===== src/design/esi_regs.svh =====
/*
  Constants of the extended stack instruction unit: opcode patterns,
  field positions, reset values and timing counts.
  Assumes inclusion by bare name from the package or design files.
*/
`ifndef ESI_REGS_SVH
`define ESI_REGS_SVH
// ==========================================================
// Opcode patterns
`define ESI_OP_ADDPTR   8'hE8
`define ESI_OP_SUBPTR   8'hE9
`define ESI_OP_PUSHLIT  8'hEA
`define ESI_OP_MOVIDX   8'hEB
`define ESI_OP_WORD2    4'hF
`define ESI_OP_CALLREG  16'h0014
`define ESI_SEL_FRAME   2'h3
// ==========================================================
// Field positions and limits
`define ESI_SEL_MSB     7
`define ESI_SEL_LSB     6
`define ESI_MOV_KIND    7
`define ESI_OFS_LIMIT   8'h5F
`define ESI_RET_STEP    21'h000002
`define ESI_PTR_RESET   12'h000
// ==========================================================
// Indirect-addressing register window, FDBh..FEFh (all three pointer sets)
`define ESI_IND_LO      12'hFDB
`define ESI_IND_HI      12'hFEF
`define ESI_CYC_SLOW    2
`endif


===== src/design/esi_pkg.sv =====
/*
  Types of the extended stack instruction unit.
  Assumes esi_regs.svh is reachable on the include path.
*/
package esi_pkg;
  // ==========================================================
  // Decoder states, Gray coded along fetch -> second cycle
  typedef enum logic [1:0] {
    ESI_EXEC  = 2'b00,
    ESI_NOP2  = 2'b01,
    ESI_MOV2  = 2'b10
  } esi_state_t;

  // Data memory request
  typedef struct packed {
    logic        we;
    logic        re;
    logic [11:0] addr;
    logic [7:0]  wdata;
  } esi_mem_req_t;

  // Program counter control
  typedef struct packed {
    logic        load;
    logic        push;
    logic [20:0] target;
    logic [20:0] ret_addr;
  } esi_pc_ctl_t;
endpackage


===== src/design/esi_ptr_bank.sv =====
/*
  Bank of three 12-bit file select pointers with add, subtract and
  decrement updates, wrapping modulo 4096.
  Assumes one update request per cycle from the decoder.
*/
module esi_ptr_bank (
  // Clock and reset
  input  wire logic        sys_clk,
  input  wire logic        rst,
  // Update request
  input  wire logic        upd,
  input  wire logic [1:0]  sel,
  input  wire logic        sub,
  input  wire logic [5:0]  lit,
  // Pointer values
  output logic      [11:0] ptr0,
  output logic      [11:0] ptr1,
  output logic      [11:0] ptr2
);
  `include "esi_regs.svh"
  logic [11:0] delta;

  // Literal widened to pointer width
  assign delta = {6'h00, lit};

  // ==========================================================
  // Pointer update; 12-bit arithmetic wraps by itself
  always_ff @(posedge sys_clk) begin
    if (rst) begin
      ptr0 <= `ESI_PTR_RESET;
      ptr1 <= `ESI_PTR_RESET;
      ptr2 <= `ESI_PTR_RESET;
    end else if (upd) begin
      unique case (sel)
        2'h0: ptr0 <= sub ? ptr0 - delta : ptr0 + delta;
        2'h1: ptr1 <= sub ? ptr1 - delta : ptr1 + delta;
        default: ptr2 <= sub ? ptr2 - delta : ptr2 + delta;
      endcase
    end
  end
endmodule // esi_ptr_bank


===== src/design/esi_unit.sv =====
/*
  Decode and execute logic of the extended stack instruction set.
  Assumes the core presents each instruction word with instr_valid,
  answers a read request with data while that request stands, and
  shares sys_clk and rst with this unit.
*/
// Function
// - Extension inactive unless enable bit set
// - Add 6-bit literal to pointer, one cycle
// - Select 11 means frame add-and-return
// - Add-and-return then loads pc from stack
// - Add-and-return takes two cycles, second idle
// - Subtract forms mirror the add forms
// - Push literal at frame pointer, decrement
// - Indirect call pushes pc plus two
// - Pc bytes from working register and latches
// - Indirect call two cycles, no flag changes
// - Indexed-to-register move: frame offset, absolute
// - Indexed-to-indexed move: both frame offsets
// - Indirect-register source reads as zero
// - Indexed-to-indexed indirect-register destination suppresses write
// - Moves reach whole 4096-byte data space
// - Low access operands become frame offsets
module esi_unit
  import esi_pkg::*;
(
  // Clock and reset
  input  wire logic                  sys_clk,
  input  wire logic                  rst,
  // Configuration
  input  wire logic                  extension_enable_bit,
  // Instruction stream
  input  wire logic                  instr_valid,
  input  wire logic [15:0]           instr_word,
  input  wire logic [20:0]           pc_now,
  // Core state
  input  wire logic [7:0]            working_register,
  input  wire logic [7:0]            pc_high_latch,
  input  wire logic [7:0]            pc_upper_latch,
  input  wire logic [20:0]           top_of_return_stack,
  // Standard operand remap
  input  wire logic                  std_access_bit,
  input  wire logic [7:0]            std_operand,
  output logic                       std_indexed,
  output logic      [11:0]           std_addr,
  // Data memory
  input  wire logic [7:0]            mem_rdata,
  output esi_pkg::esi_mem_req_t      mem_req,
  // Program counter and sequencing
  output esi_pkg::esi_pc_ctl_t       pc_ctl,
  output logic                       busy,
  output logic                       ext_hit,
  // Pointer values
  output logic      [11:0]           ptr0,
  output logic      [11:0]           ptr1,
  output logic      [11:0]           ptr2
);
  import esi_pkg::*;
  `include "esi_regs.svh"

  esi_state_t  state_r;
  logic [7:0]  op_hi;
  logic [1:0]  sel;
  logic        go;
  logic        is_add;
  logic        is_sub;
  logic        is_push;
  logic        is_call;
  logic        is_mov;
  logic        mov_kind_r;
  logic [11:0] src_addr;
  logic        src_ind_r;
  logic        upd;
  logic        upd_sub;
  logic [1:0]  upd_sel;
  logic [5:0]  upd_lit;
  logic [11:0] dst_addr;
  logic        dst_ind;

  // ==========================================================
  // Decode
  assign op_hi   = instr_word[15:8];
  assign sel     = instr_word[`ESI_SEL_MSB:`ESI_SEL_LSB];
  assign go      = instr_valid && extension_enable_bit && state_r == ESI_EXEC;
  assign is_add  = go && op_hi == `ESI_OP_ADDPTR;
  assign is_sub  = go && op_hi == `ESI_OP_SUBPTR;
  assign is_push = go && op_hi == `ESI_OP_PUSHLIT;
  assign is_call = go && instr_word == `ESI_OP_CALLREG;
  assign is_mov  = go && op_hi == `ESI_OP_MOVIDX;

  // Pointer update request; push reuses the bank as a decrement by one
  assign upd     = is_add || is_sub || is_push;
  assign upd_sub = is_sub || is_push;
  assign upd_sel = is_push ? 2'h2 : (sel == `ESI_SEL_FRAME ? 2'h2 : sel);
  assign upd_lit = is_push ? 6'h01 : instr_word[5:0];

  esi_ptr_bank u_ptrs (
    .sys_clk (sys_clk),
    .rst     (rst),
    .upd     (upd),
    .sel     (upd_sel),
    .sub     (upd_sub),
    .lit     (upd_lit),
    .ptr0    (ptr0),
    .ptr1    (ptr1),
    .ptr2    (ptr2)
  );

  // Frame-relative addresses; 12 bits cover 000h..FFFh
  assign src_addr = ptr2 + {5'h00, instr_word[6:0]};
  assign dst_addr = mov_kind_r ? ptr2 + {5'h00, instr_word[6:0]} : instr_word[11:0];
  assign dst_ind  = mov_kind_r && dst_addr >= `ESI_IND_LO && dst_addr <= `ESI_IND_HI;

  // ==========================================================
  // Sequencer: two-cycle forms hold busy for their second cycle
  always_ff @(posedge sys_clk) begin
    if (rst) begin
      state_r <= ESI_EXEC;
    end else begin
      unique case (state_r)
        ESI_EXEC: begin
          if ((is_add || is_sub) && sel == `ESI_SEL_FRAME) begin
            state_r <= ESI_NOP2;
          end else if (is_call) begin
            state_r <= ESI_NOP2;
          end else if (is_mov) begin
            state_r <= ESI_MOV2;
          end
        end
        ESI_NOP2: state_r <= ESI_EXEC;
        ESI_MOV2: begin
          if (instr_valid) begin
            state_r <= ESI_EXEC;
          end
        end
        default: state_r <= ESI_EXEC;
      endcase
    end
  end

  // Move context from the first word
  always_ff @(posedge sys_clk) begin
    if (rst) begin
      mov_kind_r <= 1'b0;
      src_ind_r  <= 1'b0;
    end else if (is_mov) begin
      mov_kind_r <= instr_word[`ESI_MOV_KIND];
      src_ind_r  <= src_addr >= `ESI_IND_LO && src_addr <= `ESI_IND_HI;
    end
  end

  // ==========================================================
  // Data memory requests
  always_ff @(posedge sys_clk) begin
    if (rst) begin
      mem_req <= '0;
    end else if (is_push) begin
      mem_req <= '{we: 1'b1, re: 1'b0, addr: ptr2, wdata: instr_word[7:0]};
    end else if (is_mov) begin
      mem_req <= '{we: 1'b0, re: 1'b1, addr: src_addr, wdata: 8'h00};
    end else if (state_r == ESI_MOV2 && !instr_valid) begin
      // Keep the read standing so the source byte is still there when word two comes
      mem_req <= mem_req;
    end else if (state_r == ESI_MOV2 && instr_valid && instr_word[15:12] == `ESI_OP_WORD2) begin
      // Pc and stack bytes are never destinations, so no guard here
      mem_req <= '{we: !dst_ind, re: 1'b0, addr: dst_addr,
                   wdata: src_ind_r ? 8'h00 : mem_rdata};
    end else begin
      mem_req <= '0;
    end
  end

  // Program counter control; working register and flags untouched
  always_ff @(posedge sys_clk) begin
    if (rst) begin
      pc_ctl <= '0;
    end else if (is_call) begin
      pc_ctl <= '{load: 1'b1, push: 1'b1,
                  target: {pc_upper_latch[4:0], pc_high_latch, working_register},
                  ret_addr: pc_now + `ESI_RET_STEP};
    end else if ((is_add || is_sub) && sel == `ESI_SEL_FRAME) begin
      pc_ctl <= '{load: 1'b1, push: 1'b0, target: top_of_return_stack, ret_addr: 21'h000000};
    end else begin
      pc_ctl <= '0;
    end
  end

  // Status outputs
  always_ff @(posedge sys_clk) begin
    if (rst) begin
      busy    <= 1'b0;
      ext_hit <= 1'b0;
    end else begin
      busy    <= ((is_add || is_sub) && sel == `ESI_SEL_FRAME) || is_call || is_mov;
      ext_hit <= is_add || is_sub || is_push || is_call || is_mov;
    end
  end

  // Standard operand remap to frame-relative
  always_ff @(posedge sys_clk) begin
    if (rst) begin
      std_indexed <= 1'b0;
      std_addr    <= 12'h000;
    end else begin
      std_indexed <= extension_enable_bit && !std_access_bit && std_operand <= `ESI_OFS_LIMIT;
      std_addr    <= ptr2 + {4'h0, std_operand};
    end
  end
endmodule // esi_unit


===== config.mk =====
export PLATFORM = sky130hd
export DESIGN_NAME = esi_unit
export DESIGN_NICKNAME = d
export VERILOG_FILES = /design/src/design/esi_pkg.sv /design/src/design/esi_ptr_bank.sv /design/src/design/esi_unit.sv
export VERILOG_INCLUDE_DIRS = /design/src /design/src/design
export SDC_FILE = /design/constraint.sdc
export NUM_CORES = 1
export LEC_CHECK = 0
export BUFFER_PORTS_ARGS = -buffer_cell sky130_fd_sc_hd__buf_2
export CAP_MARGIN = 20
export CORE_ASPECT_RATIO = 1.2
export CORE_UTILIZATION = 39
export CTS_BUF_LIST = sky130_fd_sc_hd__clkbuf_4
export DETAILED_ROUTE_END_ITERATION = 16
export HOLD_SLACK_MARGIN = 0.03
export PLACE_DENSITY = 0.64
export SYNTH_ARGS = -nofsm -noshare
export SYNTH_HDL_FRONTEND = slang
export SYNTH_HIERARCHICAL = 1
export SYNTH_SLANG_ARGS = --single-unit

===== constraint.sdc =====
create_clock -name sys_clk -period 5.93 [get_ports sys_clk]
set_clock_uncertainty 0.05 [all_clocks]
set_input_delay 0.593 -clock sys_clk [delete_from_list [all_inputs] [get_ports sys_clk]]
set_output_delay 0.593 -clock sys_clk [all_outputs]
set_load 0.005 [all_outputs]

==> results of run 1 <==
Yosys cell counts, types with 18 or more instances:
library cell    n  area share (%)
xnor2_1        28             3.2
nor3_1         20             1.3
nand3_1        26             1.7
clkbuf_1       29             1.4
dfxtp_1       121              31
nand2_1        74             3.6
ha_1           38             6.2
a22o_1         22             2.5
nor2_1         79             3.8
a21oi_1        70             4.5
o21ai_0        41             2.7
a22oi_1        18             1.7
a21o_1         24             2.3
inv_1          35             1.7
state kept, by name (all words and copies together), names as in the netlist:
| signal | count |
|---|---|
| u_ptrs/ptr0 | 12 |
| ext_hit | 1 |
| pc_ctl | 44 |
| std_indexed | 1 |
| std_addr | 12 |
| busy | 1 |
| mem_req | 22 |
| u_ptrs/ptr1 | 12 |
| src_ind_r | 1 |
| mov_kind_r | 1 |
| u_ptrs/ptr2 | 12 |
| state_r | 2 |
metrics by stage:
step                      power [mW]  utilization, %
final                           1.60            47.7
after global routing            1.67            47.7
after floorplan                0.941               -
after global placement          1.01            46.2
after detailed placement        1.01            46.3
after CTS                       1.62            47.7
worst register-to-register path, cell delays in order, from the launching register on:
cell and delay, ns:
dfxtp_1 0.36, nor2_1 0.27, nand4_1 0.28, nor2_2 0.34, nor2_1 0.18, inv_1 0.09, ha_1 0.24, or3b_1 0.49
o31ai_1 0.64, ha_1 0.44, a21o_1 0.23, a21o_1 0.19, a21oi_1 0.23, nand3_1 0.11, a211o_1 0.25, nand3_1 0.12
mux2_1 0.32
kinds of logic (layout without fill, tap and decap cells):
group                    Yosys count  after routing  share of synthesized area [%]
XOR/XNOR                          43             43                           4.88
flip-flops                       121            121                           31.4
AND/OR/NAND/NOR                  325            325                           22.0
adder cells (fa/ha/maj)           43             43                           7.45
buffers and inverters             82            293                           4.41
multiplexers                      19             19                           2.62
AO/OA/AOI/OAI                    293            293                           27.3
other                              0              1                              0
layout make-up:
type | count | area (sq um) | share of cell area (%)
multi-input cells | 723 | 4980 | 53.5
clock buffers | 17 | 128 | 1.37
repair buffers | 225 | 1150 | 12.4
well taps | 261 | 327 | 3.51
flip-flops and latches | 121 | 2420 | 26.1
inverters | 36 | 135 | 1.45
clock inverters | 15 | 151 | 1.63
diodes | 1 | 2.50 | 0.0269
routing by layer:
| metal | vias to the layer above | wire length [um] | global-route usage, % |
|---|---|---|---|
| met5 | - | 0 | 0 |
| met3 | 33 | 1350 | 4.25 |
| met1 | 3734 | 10600 | 29.9 |
| met2 | 277 | 11800 | 39.5 |
| met4 | 0 | 441 | 7.22 |
| li1 | 3847 | - | - |
final timing paths:
| path | start | slack, ns | end |
|---|---|---|---|
| worst max register to register | state_r[1] | 1.0 | u_ptrs/ptr1[11] |
| worst max-delay path | state_r[1] | 1.0 | u_ptrs/ptr1[11] |
| worst min register to register | mem_req[20] | 0.42 | mem_req[20] |
| worst min-delay path | pc_now[1] | 0.15 | pc_ctl[1] |
where the power goes:
part	total, mW	internal, mW	switching, mW
Combinational	0.181	0.0725	0.109
Clock	0.600	0.189	0.411
Sequential	0.817	0.816	0.000991
Total	1.60	1.08	0.521
==> flow_metrics.env, run 1 <==
export IMPL_status="finished, final reports clean"
export IMPL_finalSetupTns_ns=0
export IMPL_grt_max_degree=54
export IMPL_antenna_found_initial=1
export IMPL_crit_chain="nor2_1, nand4_1, nor2_2, nor2_1, inv_1, ha_1, or3b_1, o31ai_1, ha_1, a21o_1, a21o_1, a21oi_1, nand3_1, a211o_1, nand3_1, mux2_1"
export IMPL_cpMaxStageDelayCell="o31ai_1"
export IMPL_final_cell_mix="buf_2 (216), dfxtp_1 (121), nor2_1 (79)"
export IMPL_fin_ws_ns=0.998
export IMPL_track_usage_pct=23.4
export IMPL_numCtsBuffers=17
export IMPL_grt_ovfl_total=0
export IMPL_coreArea_sq_um=19500
export IMPL_post_cts_setup_buffer_count=0
export IMPL_clock_sinks=121
export IMPL_rsz0062_at_grt="no"
export IMPL_finalSetupViolCount=0
export IMPL_crit_cells=16
export IMPL_drc=0
export IMPL_rows=56
export IMPL_synth_edf_count=0
export IMPL_worst_path_max_fanout=8
export IMPL_critical_path_class="reg -> reg"
export IMPL_postCtsHoldBufs=0
export IMPL_place_area_sq_um=9010
export IMPL_cellPowerDensity_nw_per_um2=172
export IMPL_cts_resized=0
export IMPL_nets=1270
export IMPL_period_share_pct=83.2
export IMPL_instances_no_fill=1399
export IMPL_drt_initial_drc_count=609
export IMPL_ys_seq_area_share_pct=31.4
export IMPL_place_congestion=0.870
export IMPL_insertion_delay_ns=0.57
export IMPL_max_cap_viol_count=0
export IMPL_dp_cells=1366
export IMPL_p_leak_nw=4.13
export IMPL_clk_pin_slew_worst_paths_ns=0.14
export IMPL_cp_arrival_ns=5.34
export IMPL_final_max_slew_violation_count=0
export IMPL_peakVddDrop_mv=0.0993
export IMPL_slowest_delay_ns=0.64
export IMPL_cts_buffer_depth=2
export IMPL_r2r_cells=16
export IMPL_ant_nets=0
export IMPL_ys_seq_elements=121
export IMPL_yosysWarningCount=6
export IMPL_die_h_um=156
export IMPL_htreeDepth=4
export IMPL_cts_tree="built"
export IMPL_wl_per_cell_um=17.3
export IMPL_drt_pre_antenna_iters=5
export IMPL_fillers=2045
export IMPL_worst_setup_path_end_kind="flip-flop"
export IMPL_required_ns=6.34
export IMPL_synth_ff_type="dfxtp_1"
export IMPL_die_x_um=130
export IMPL_initial_core_util_pct=39.7
export IMPL_hold_path_depth=2
export IMPL_io_pins=220
export IMPL_mostFrequentLayoutCell="buf_2"
export IMPL_async_reset_ff_share_pct=0
export IMPL_hold_violations=0
export IMPL_drive_gt1_share_pct=26.6
export IMPL_root_buffer="clkbuf_4"
export IMPL_clock_fmax_mhz=203
export IMPL_portBuffers=216
export IMPL_syn_avg_cell_area_sq_um=8.34
export IMPL_synth_nets=1072
export IMPL_syn_inst=926
export IMPL_grt_pass1_wl_mm=37.1
export IMPL_ys_types=93
export IMPL_hpwl_mm=18.0
export IMPL_via_count=7891
export IMPL_start_kind="flip-flop"
export IMPL_hold_path_class="in -> reg"
export IMPL_grt_pass1_vias=7118
export IMPL_path_buf_inv=1
export IMPL_path_delay_family="simple AND/OR/NAND/NOR gates"
export IMPL_synth_area_sq_um=7720
export IMPL_fin_area_sq_um=9290
export IMPL_worst_pin_slew_ns=0.979
export IMPL_avgViaCountPerCell=5.64
export IMPL_whs_ns=0.149
export IMPL_slew_headroom_pct=34.0
export IMPL_syn_to_final_growth_pct=20.3
export IMPL_post_route_min_period_ns=4.93
export IMPL_dieArea_sq_um=20400
export IMPL_wirelength_mm=24.2
export IMPL_detailedPlace_worstSlack_ns=0.703
Power figures use the tool's default switching activity.
==> inputs of run 2 (changes only) <==
ABC_AREA = 1   (was unset)
PLACE_DENSITY = 0.66   (was 0.64)
clock period = 4.2 ns   (was 5.93 ns; I/O delays follow)
==> flow_metrics.env, run 2 <==
export IMPL_fin_area_sq_um=10200
export IMPL_die_x_um=134
export IMPL_antenna_found_initial=2
export IMPL_required_ns=4.60
export IMPL_path_delay_family="simple AND/OR/NAND/NOR gates"
export IMPL_synth_area_sq_um=8140
export IMPL_wl_met3_mm=1.45
export IMPL_synth_largest_area_cell="dfxtp_1"
export IMPL_syn_to_final_growth_pct=24.9
export IMPL_top_regs="pc_ctl (44), mem_req (22)"
export IMPL_ys_top_cells_by_count="nand2_1 (311), inv_1 (208), dfxtp_1 (121), nand3_1 (118), nor2_1 (98)"
export IMPL_grt_pass1_vias=8717
export IMPL_top_register="pc_ctl"
export IMPL_synth_ff_type="dfxtp_1"
export IMPL_grt_ovfl_total=0
export IMPL_post_route_min_period_ns=3.47
export IMPL_worst_setup_path_end_kind="flip-flop"
export IMPL_drt_pre_antenna_iters=6
export IMPL_track_usage_pct=25.2
export IMPL_dieArea_sq_um=21500
export IMPL_insertion_delay_ns=0.54
export IMPL_final_cell_mix="nand2_1 (311), buf_2 (216), inv_1 (208)"
export IMPL_hold_violations=0
export IMPL_critical_path_class="reg -> reg"
export IMPL_synth_edf_count=0
export IMPL_ys_seq_elements=121
export IMPL_worst_path_max_fanout=8
export IMPL_portBuffers=216
export IMPL_top_layer="met4"
export IMPL_ys_seq_area_share_pct=29.8
export IMPL_syn_avg_cell_area_sq_um=6.53
export IMPL_finalSetupTns_ns=0
export IMPL_grt_max_degree=43
export IMPL_root_buffer="clkbuf_4"
export IMPL_status="finished, final reports clean"
export IMPL_htreeDepth=4
export IMPL_place_area_sq_um=9530
export IMPL_clock_sinks=121
export IMPL_cellPowerDensity_nw_per_um2=228
export IMPL_p_leak_nw=5.51
export IMPL_syn_inst=1246
export IMPL_final_max_slew_violation_count=0
export IMPL_initial_core_util_pct=40.0
export IMPL_max_cap_viol_count=0
export IMPL_cts_buffer_depth=2
export IMPL_rows=57
export IMPL_yosysWarningCount=6
export IMPL_clk_pin_slew_worst_paths_ns=0.15
export IMPL_async_reset_ff_share_pct=0
export IMPL_ant_nets=0
export IMPL_avgViaCountPerCell=5.05
export IMPL_drive_gt1_share_pct=21.4
export IMPL_grt_pass1_wl_mm=42.4
export IMPL_finalSetupViolCount=0
export IMPL_worst_pin_slew_ns=0.812
export IMPL_period_share_pct=82.7
export IMPL_numCtsBuffers=17
export IMPL_cpMaxStageDelayCell="dfxtp_1"
export IMPL_mostFrequentLayoutCell="nand2_1"
export IMPL_nets=1649
export IMPL_cp_arrival_ns=3.87
export IMPL_drt_initial_drc_count=678
export IMPL_place_congestion=0.942
export IMPL_largest_reg_flops=44
export IMPL_cts_tree="built"
export IMPL_die_h_um=160
export IMPL_synth_top_area_share_pct=29.8
export IMPL_slowest_delay_ns=0.34
export IMPL_slew_headroom_pct=45.3
export IMPL_synth_most_common_cell="nand2_1"
export IMPL_peakVddDrop_mv=0.145
export IMPL_crit_chain="nor2_1, nand3_1, nor2_4, nand2_1, nand2_1, inv_1, ha_1, o21ai_0, buf_4, ha_1, nand2_1, nand2_1, nand2_1, nand2_1, nand3_1, nand3_1, nand3_1, nand2_1, nand2_1, nand2_1, o21ai_0, inv_1"
export IMPL_drc=0
export IMPL_hpwl_mm=20.2
export IMPL_wl_per_cell_um=14.9
export IMPL_synth_nets=1392
export IMPL_synth_area_leaders="dfxtp_1 (30%), nand2_1 (14%), inv_1 (9.6%), nand3_1 (7.3%), ha_1 (5.8%)"
export IMPL_dr_wl_met2_mm=13.0
export IMPL_ys_types=57
export IMPL_rsz0062_at_grt="no"
export IMPL_start_kind="flip-flop"
export IMPL_wirelength_mm=26.5
export IMPL_cp_common_cell="nand2_1"
export IMPL_coreArea_sq_um=20300
export IMPL_wl_met1_mm=10.9
export IMPL_hold_path_class="in -> reg"
export IMPL_io_pins=220
export IMPL_path_buf_inv=3
export IMPL_clock_fmax_mhz=288
export IMPL_via_count=9006
run 2: changes by cell type after synthesis, sizes merged, moves of 20 or more:
cell,delta
nand2,+254
o21ai,+33
xnor2,-20
inv,+180
a22o,-21
a21o,-24
nand3,+109
nor2,+31
run 2: kinds of logic after synthesis:
logic type,Yosys count,synth area share [%]
and+or+nand+nor,638,36.9
buffers and inverters,243,11.4
AOI/OAI and AO/OA,187,13.3
DFF,121,29.8
adders and majority gates,43,7.07
xor gates and xnor gates,14,1.51
run 2: final timing paths:
| kind | depth (start not counted) | slack, ns | end | startpoint |
|---|---|---|---|---|
| worst min register to register | 2 | 0.43 | src_ind_r | src_ind_r |
| worst max register to register | 22 | 0.73 | u_ptrs/ptr1[7] | state_r[1] |
| worst min-delay path | 3 | 0.09 | pc_ctl[10] | pc_now[10] |
| worst max-delay path | 22 | 0.73 | u_ptrs/ptr1[7] | state_r[1] |
run 2: cell type report:
| cell class | count | area (sq um) |
|---|---|---|
| fillers | 2082 | 10200 |
| multi-input cells | 882 | 4790 |
| flip-flops and latches | 121 | 2420 |
| repair buffers | 262 | 1510 |
| inverters | 219 | 822 |
| well taps | 265 | 332 |
| clock inverters | 15 | 153 |
| clock buffers | 17 | 128 |
| diodes | 2 | 5.00 |
run 2: worst reg2reg max path, cell delays in order, from the launching register on:
cell	delay, ns
dfxtp_1	0.34
nor2_1	0.10
nand3_1	0.13
nor2_4	0.20
nand2_1	0.20
nand2_1	0.30
inv_1	0.14
ha_1	0.30
o21ai_0	0.22
buf_4	0.20
ha_1	0.24
nand2_1	0.07
nand2_1	0.04
nand2_1	0.06
nand2_1	0.10
nand3_1	0.09
nand3_1	0.12
nand3_1	0.10
nand2_1	0.07
nand2_1	0.06
nand2_1	0.04
o21ai_0	0.16
inv_1	0.05
run 2: where the power goes:
part           total (mW)  switching, mW  internal (mW)
registers            1.15        0.00199           1.15
logic               0.294          0.178          0.116
clock network       0.867          0.550          0.317
run 2: per-stage QoR:
stage          worst slack, ns  instances  hold slack (ns)  power (mW)  utilization (%)
5_1_grt                  0.353       1783           0.0442        2.44             50.0
3_3_place_gp             0.560       1714            0.407        1.45             46.9
6_report                 0.728       1783           0.0852        2.32             50.0
4_1_cts                  0.769       1780           0.0334        2.35             49.9
3_5_place_dp             0.533       1714            0.411        1.45             46.9
2_1_floorplan            0.742       1246            0.395        1.34                -
run 2: what timing repair did:
item / in CTS / in global routing
hold buffers: 34 / 1
endpoints found under the hold margin: 25 / 1
setup endpoints to repair: 0 / 0
gates resized for setup: 0 / 0
setup buffers: 0 / 0
run 2: per-layer routing:
metal	global-route usage (%)	vias up
met2	45.7	321
li1	-	4554
met3	4.41	70
met4	12.1	0
met5	0	-
met1	28.0	4061
==> inputs of run 3 (changes only) <==
ABC_AREA = 0   (was 1)
clock period = 3 ns   (was 4.2 ns; I/O delays follow)
==> flow_metrics.env, run 3 (synthesized netlist as in run 1, its figures left out) <==
export IMPL_numCtsBuffers=17
export IMPL_worst_path_max_fanout=4
export IMPL_path_delay_family="simple AND/OR/NAND/NOR gates"
export IMPL_p_leak_nw=5.50
export IMPL_required_ns=3.41
export IMPL_path_buf_inv=1
export IMPL_hold_path_depth=4
export IMPL_hold_path_class="in -> reg"
export IMPL_crit_chain="nor2_4, nand4_1, nor2_4, nor2_4, inv_2, ha_4, or3b_4, o31ai_4, ha_1, a21o_1, a21o_1, a21oi_2, nand3_1, a211o_1, nand3_2, mux2_4"
export IMPL_hold_violations=0
export IMPL_rsz0062_at_grt="yes"
export IMPL_r2r_cells=16
export IMPL_slew_headroom_pct=59.9
export IMPL_grt_pass1_vias=8787
export IMPL_coreArea_sq_um=19500
export IMPL_final_cell_mix="buf_2 (216), buf_4 (153), dfxtp_1 (119)"
export IMPL_ant_nets=0
export IMPL_io_pins=220
export IMPL_largest_reg_flops=44
export IMPL_cts_buffer_depth=2
export IMPL_start_kind="flip-flop"
export IMPL_drt_initial_drc_count=529
export IMPL_place_area_sq_um=10300
export IMPL_fin_ws_ns=-0.626
export IMPL_root_buffer="clkbuf_4"
export IMPL_htreeDepth=4
export IMPL_initial_core_util_pct=39.7
export IMPL_violations="negative setup slack"
export IMPL_worst_setup_path_end_kind="flip-flop"
export IMPL_drc=0
export IMPL_cpMaxStageDelayCell="or3b_4"
export IMPL_fin_area_sq_um=12100
export IMPL_nets=1520
export IMPL_peakVddDrop_mv=0.208
export IMPL_dieArea_sq_um=20400
export IMPL_wl_per_cell_um=17.2
export IMPL_crit_cells=16
export IMPL_wirelength_mm=28.3
export IMPL_track_usage_pct=27.3
export IMPL_cp_arrival_ns=4.04
export IMPL_avgViaCountPerCell=5.50
export IMPL_clk_pin_slew_worst_paths_ns=0.14
export IMPL_final_max_slew_violation_count=0
export IMPL_cts_tree="built"
export IMPL_drive_gt1_share_pct=39.6
export IMPL_cp_common_cell="nor2_4"
export IMPL_critical_path_class="reg -> reg"
export IMPL_max_cap_viol_count=0
export IMPL_syn_to_final_growth_pct=56.9
export IMPL_worst_pin_slew_ns=0.594
export IMPL_period_share_pct=121
export IMPL_top_regs="pc_ctl (44), mem_req (22)"
export IMPL_via_count=9074
export IMPL_place_congestion=0.927
export IMPL_clock_sinks=121
export IMPL_die_x_um=130
export IMPL_slowest_delay_ns=0.39
export IMPL_insertion_delay_ns=0.58
export IMPL_final_core_util_pct=62.2
export IMPL_portBuffers=216
export IMPL_status="complete, but fails checks"
export IMPL_cellPowerDensity_nw_per_um2=279
export IMPL_clock_fmax_mhz=276
export IMPL_grt_ovfl_total=0
export IMPL_grt_max_degree=44
export IMPL_die_h_um=156
export IMPL_rows=56
export IMPL_finalSetupTns_ns=-10.87
export IMPL_mostFrequentLayoutCell="buf_2"
export IMPL_drt_pre_antenna_iters=5
export IMPL_fillers=1722
export IMPL_antenna_found_initial=1
export IMPL_post_route_min_period_ns=3.63
export IMPL_top_register="pc_ctl"
export IMPL_grt_pass1_wl_mm=43.1
export IMPL_hpwl_mm=19.8
export IMPL_finalSetupViolCount=27
-- run 3: cell types whose count changed in the layout (fill, tap and decap cells not counted), sizes merged, moves of 31 or more --
cell / change
nand3: -109
nand2: -254
buf: +159
dlygate4sd3: +54
inv: -180
nor2: -31
o21ai: -33
-- run 3: worst register-to-register path, cell delays in order, from the launching register on --
cell and delay (ns):
dfxtp_2 0.36, nor2_4 0.10, nand4_1 0.18, nor2_4 0.27, nor2_4 0.06, inv_2 0.07, ha_4 0.13, or3b_4 0.39
o31ai_4 0.35, ha_1 0.31, a21o_1 0.19, a21o_1 0.16, a21oi_2 0.15, nand3_1 0.09, a211o_1 0.25, nand3_2 0.10
mux2_4 0.30
-- run 3: cell type report --
cell class	count	area, sq um	share of cell area (%)
well taps	261	327	2.69
flip-flops and latches	121	2420	20.0
repair buffers	475	3320	27.4
clock buffers	17	128	1.05
diodes	1	2.50	0.0206
inverters	36	135	1.11
clock inverters	15	150	1.24
multi-input cells	723	5640	46.5
-- run 3: worst paths after layout --
path	start	end	slack (ns)
min reg2reg	mem_req[20]	mem_req[20]	0.42
max reg2reg	state_r[0]	u_ptrs/ptr1[11]	-0.63
max	state_r[0]	u_ptrs/ptr1[11]	-0.63
min	instr_word[10]	mem_req[18]	0.06
-- run 3: metal layers --
| layer | global-route usage, % | vias up | wire length (um) |
|---|---|---|---|
| li1 | - | 4367 | - |
| met1 | 31.6 | 4303 | 11500 |
| met2 | 47.8 | 306 | 14400 |
| met3 | 4.60 | 98 | 1120 |
| met4 | 13.5 | 0 | 1280 |
| met5 | 0 | - | 0 |
-- run 3: where the power goes --
part           switching [mW]  leakage [nW]  internal (mW)
clock network           0.809         0.151          0.377
registers             0.00150         0.977           1.61
logic                   0.283          4.37          0.302
total                    1.09          5.50           2.29
-- run 3: per-stage QoR --
stage	total power [mW]	hold slack [ns]	cells	worst slack, ns
after detailed placement	2.10	0.401	1506	-0.924
final	3.39	0.0632	1649	-0.626
after floorplan	1.88	0.322	926	-0.946
after global routing	3.55	0.0533	1649	-0.785
after CTS	3.38	0.0352	1637	-0.519
after global placement	2.10	0.395	1506	-0.870
-- run 3: timing repair --
action,CTS,global route
hold buffers,89,0
pin swaps,31,59
cloned,0,0
endpoints found under the setup margin,30,30
gates resized for setup,38,50
endpoints found under the hold margin,54,0
buffers inserted,11,11
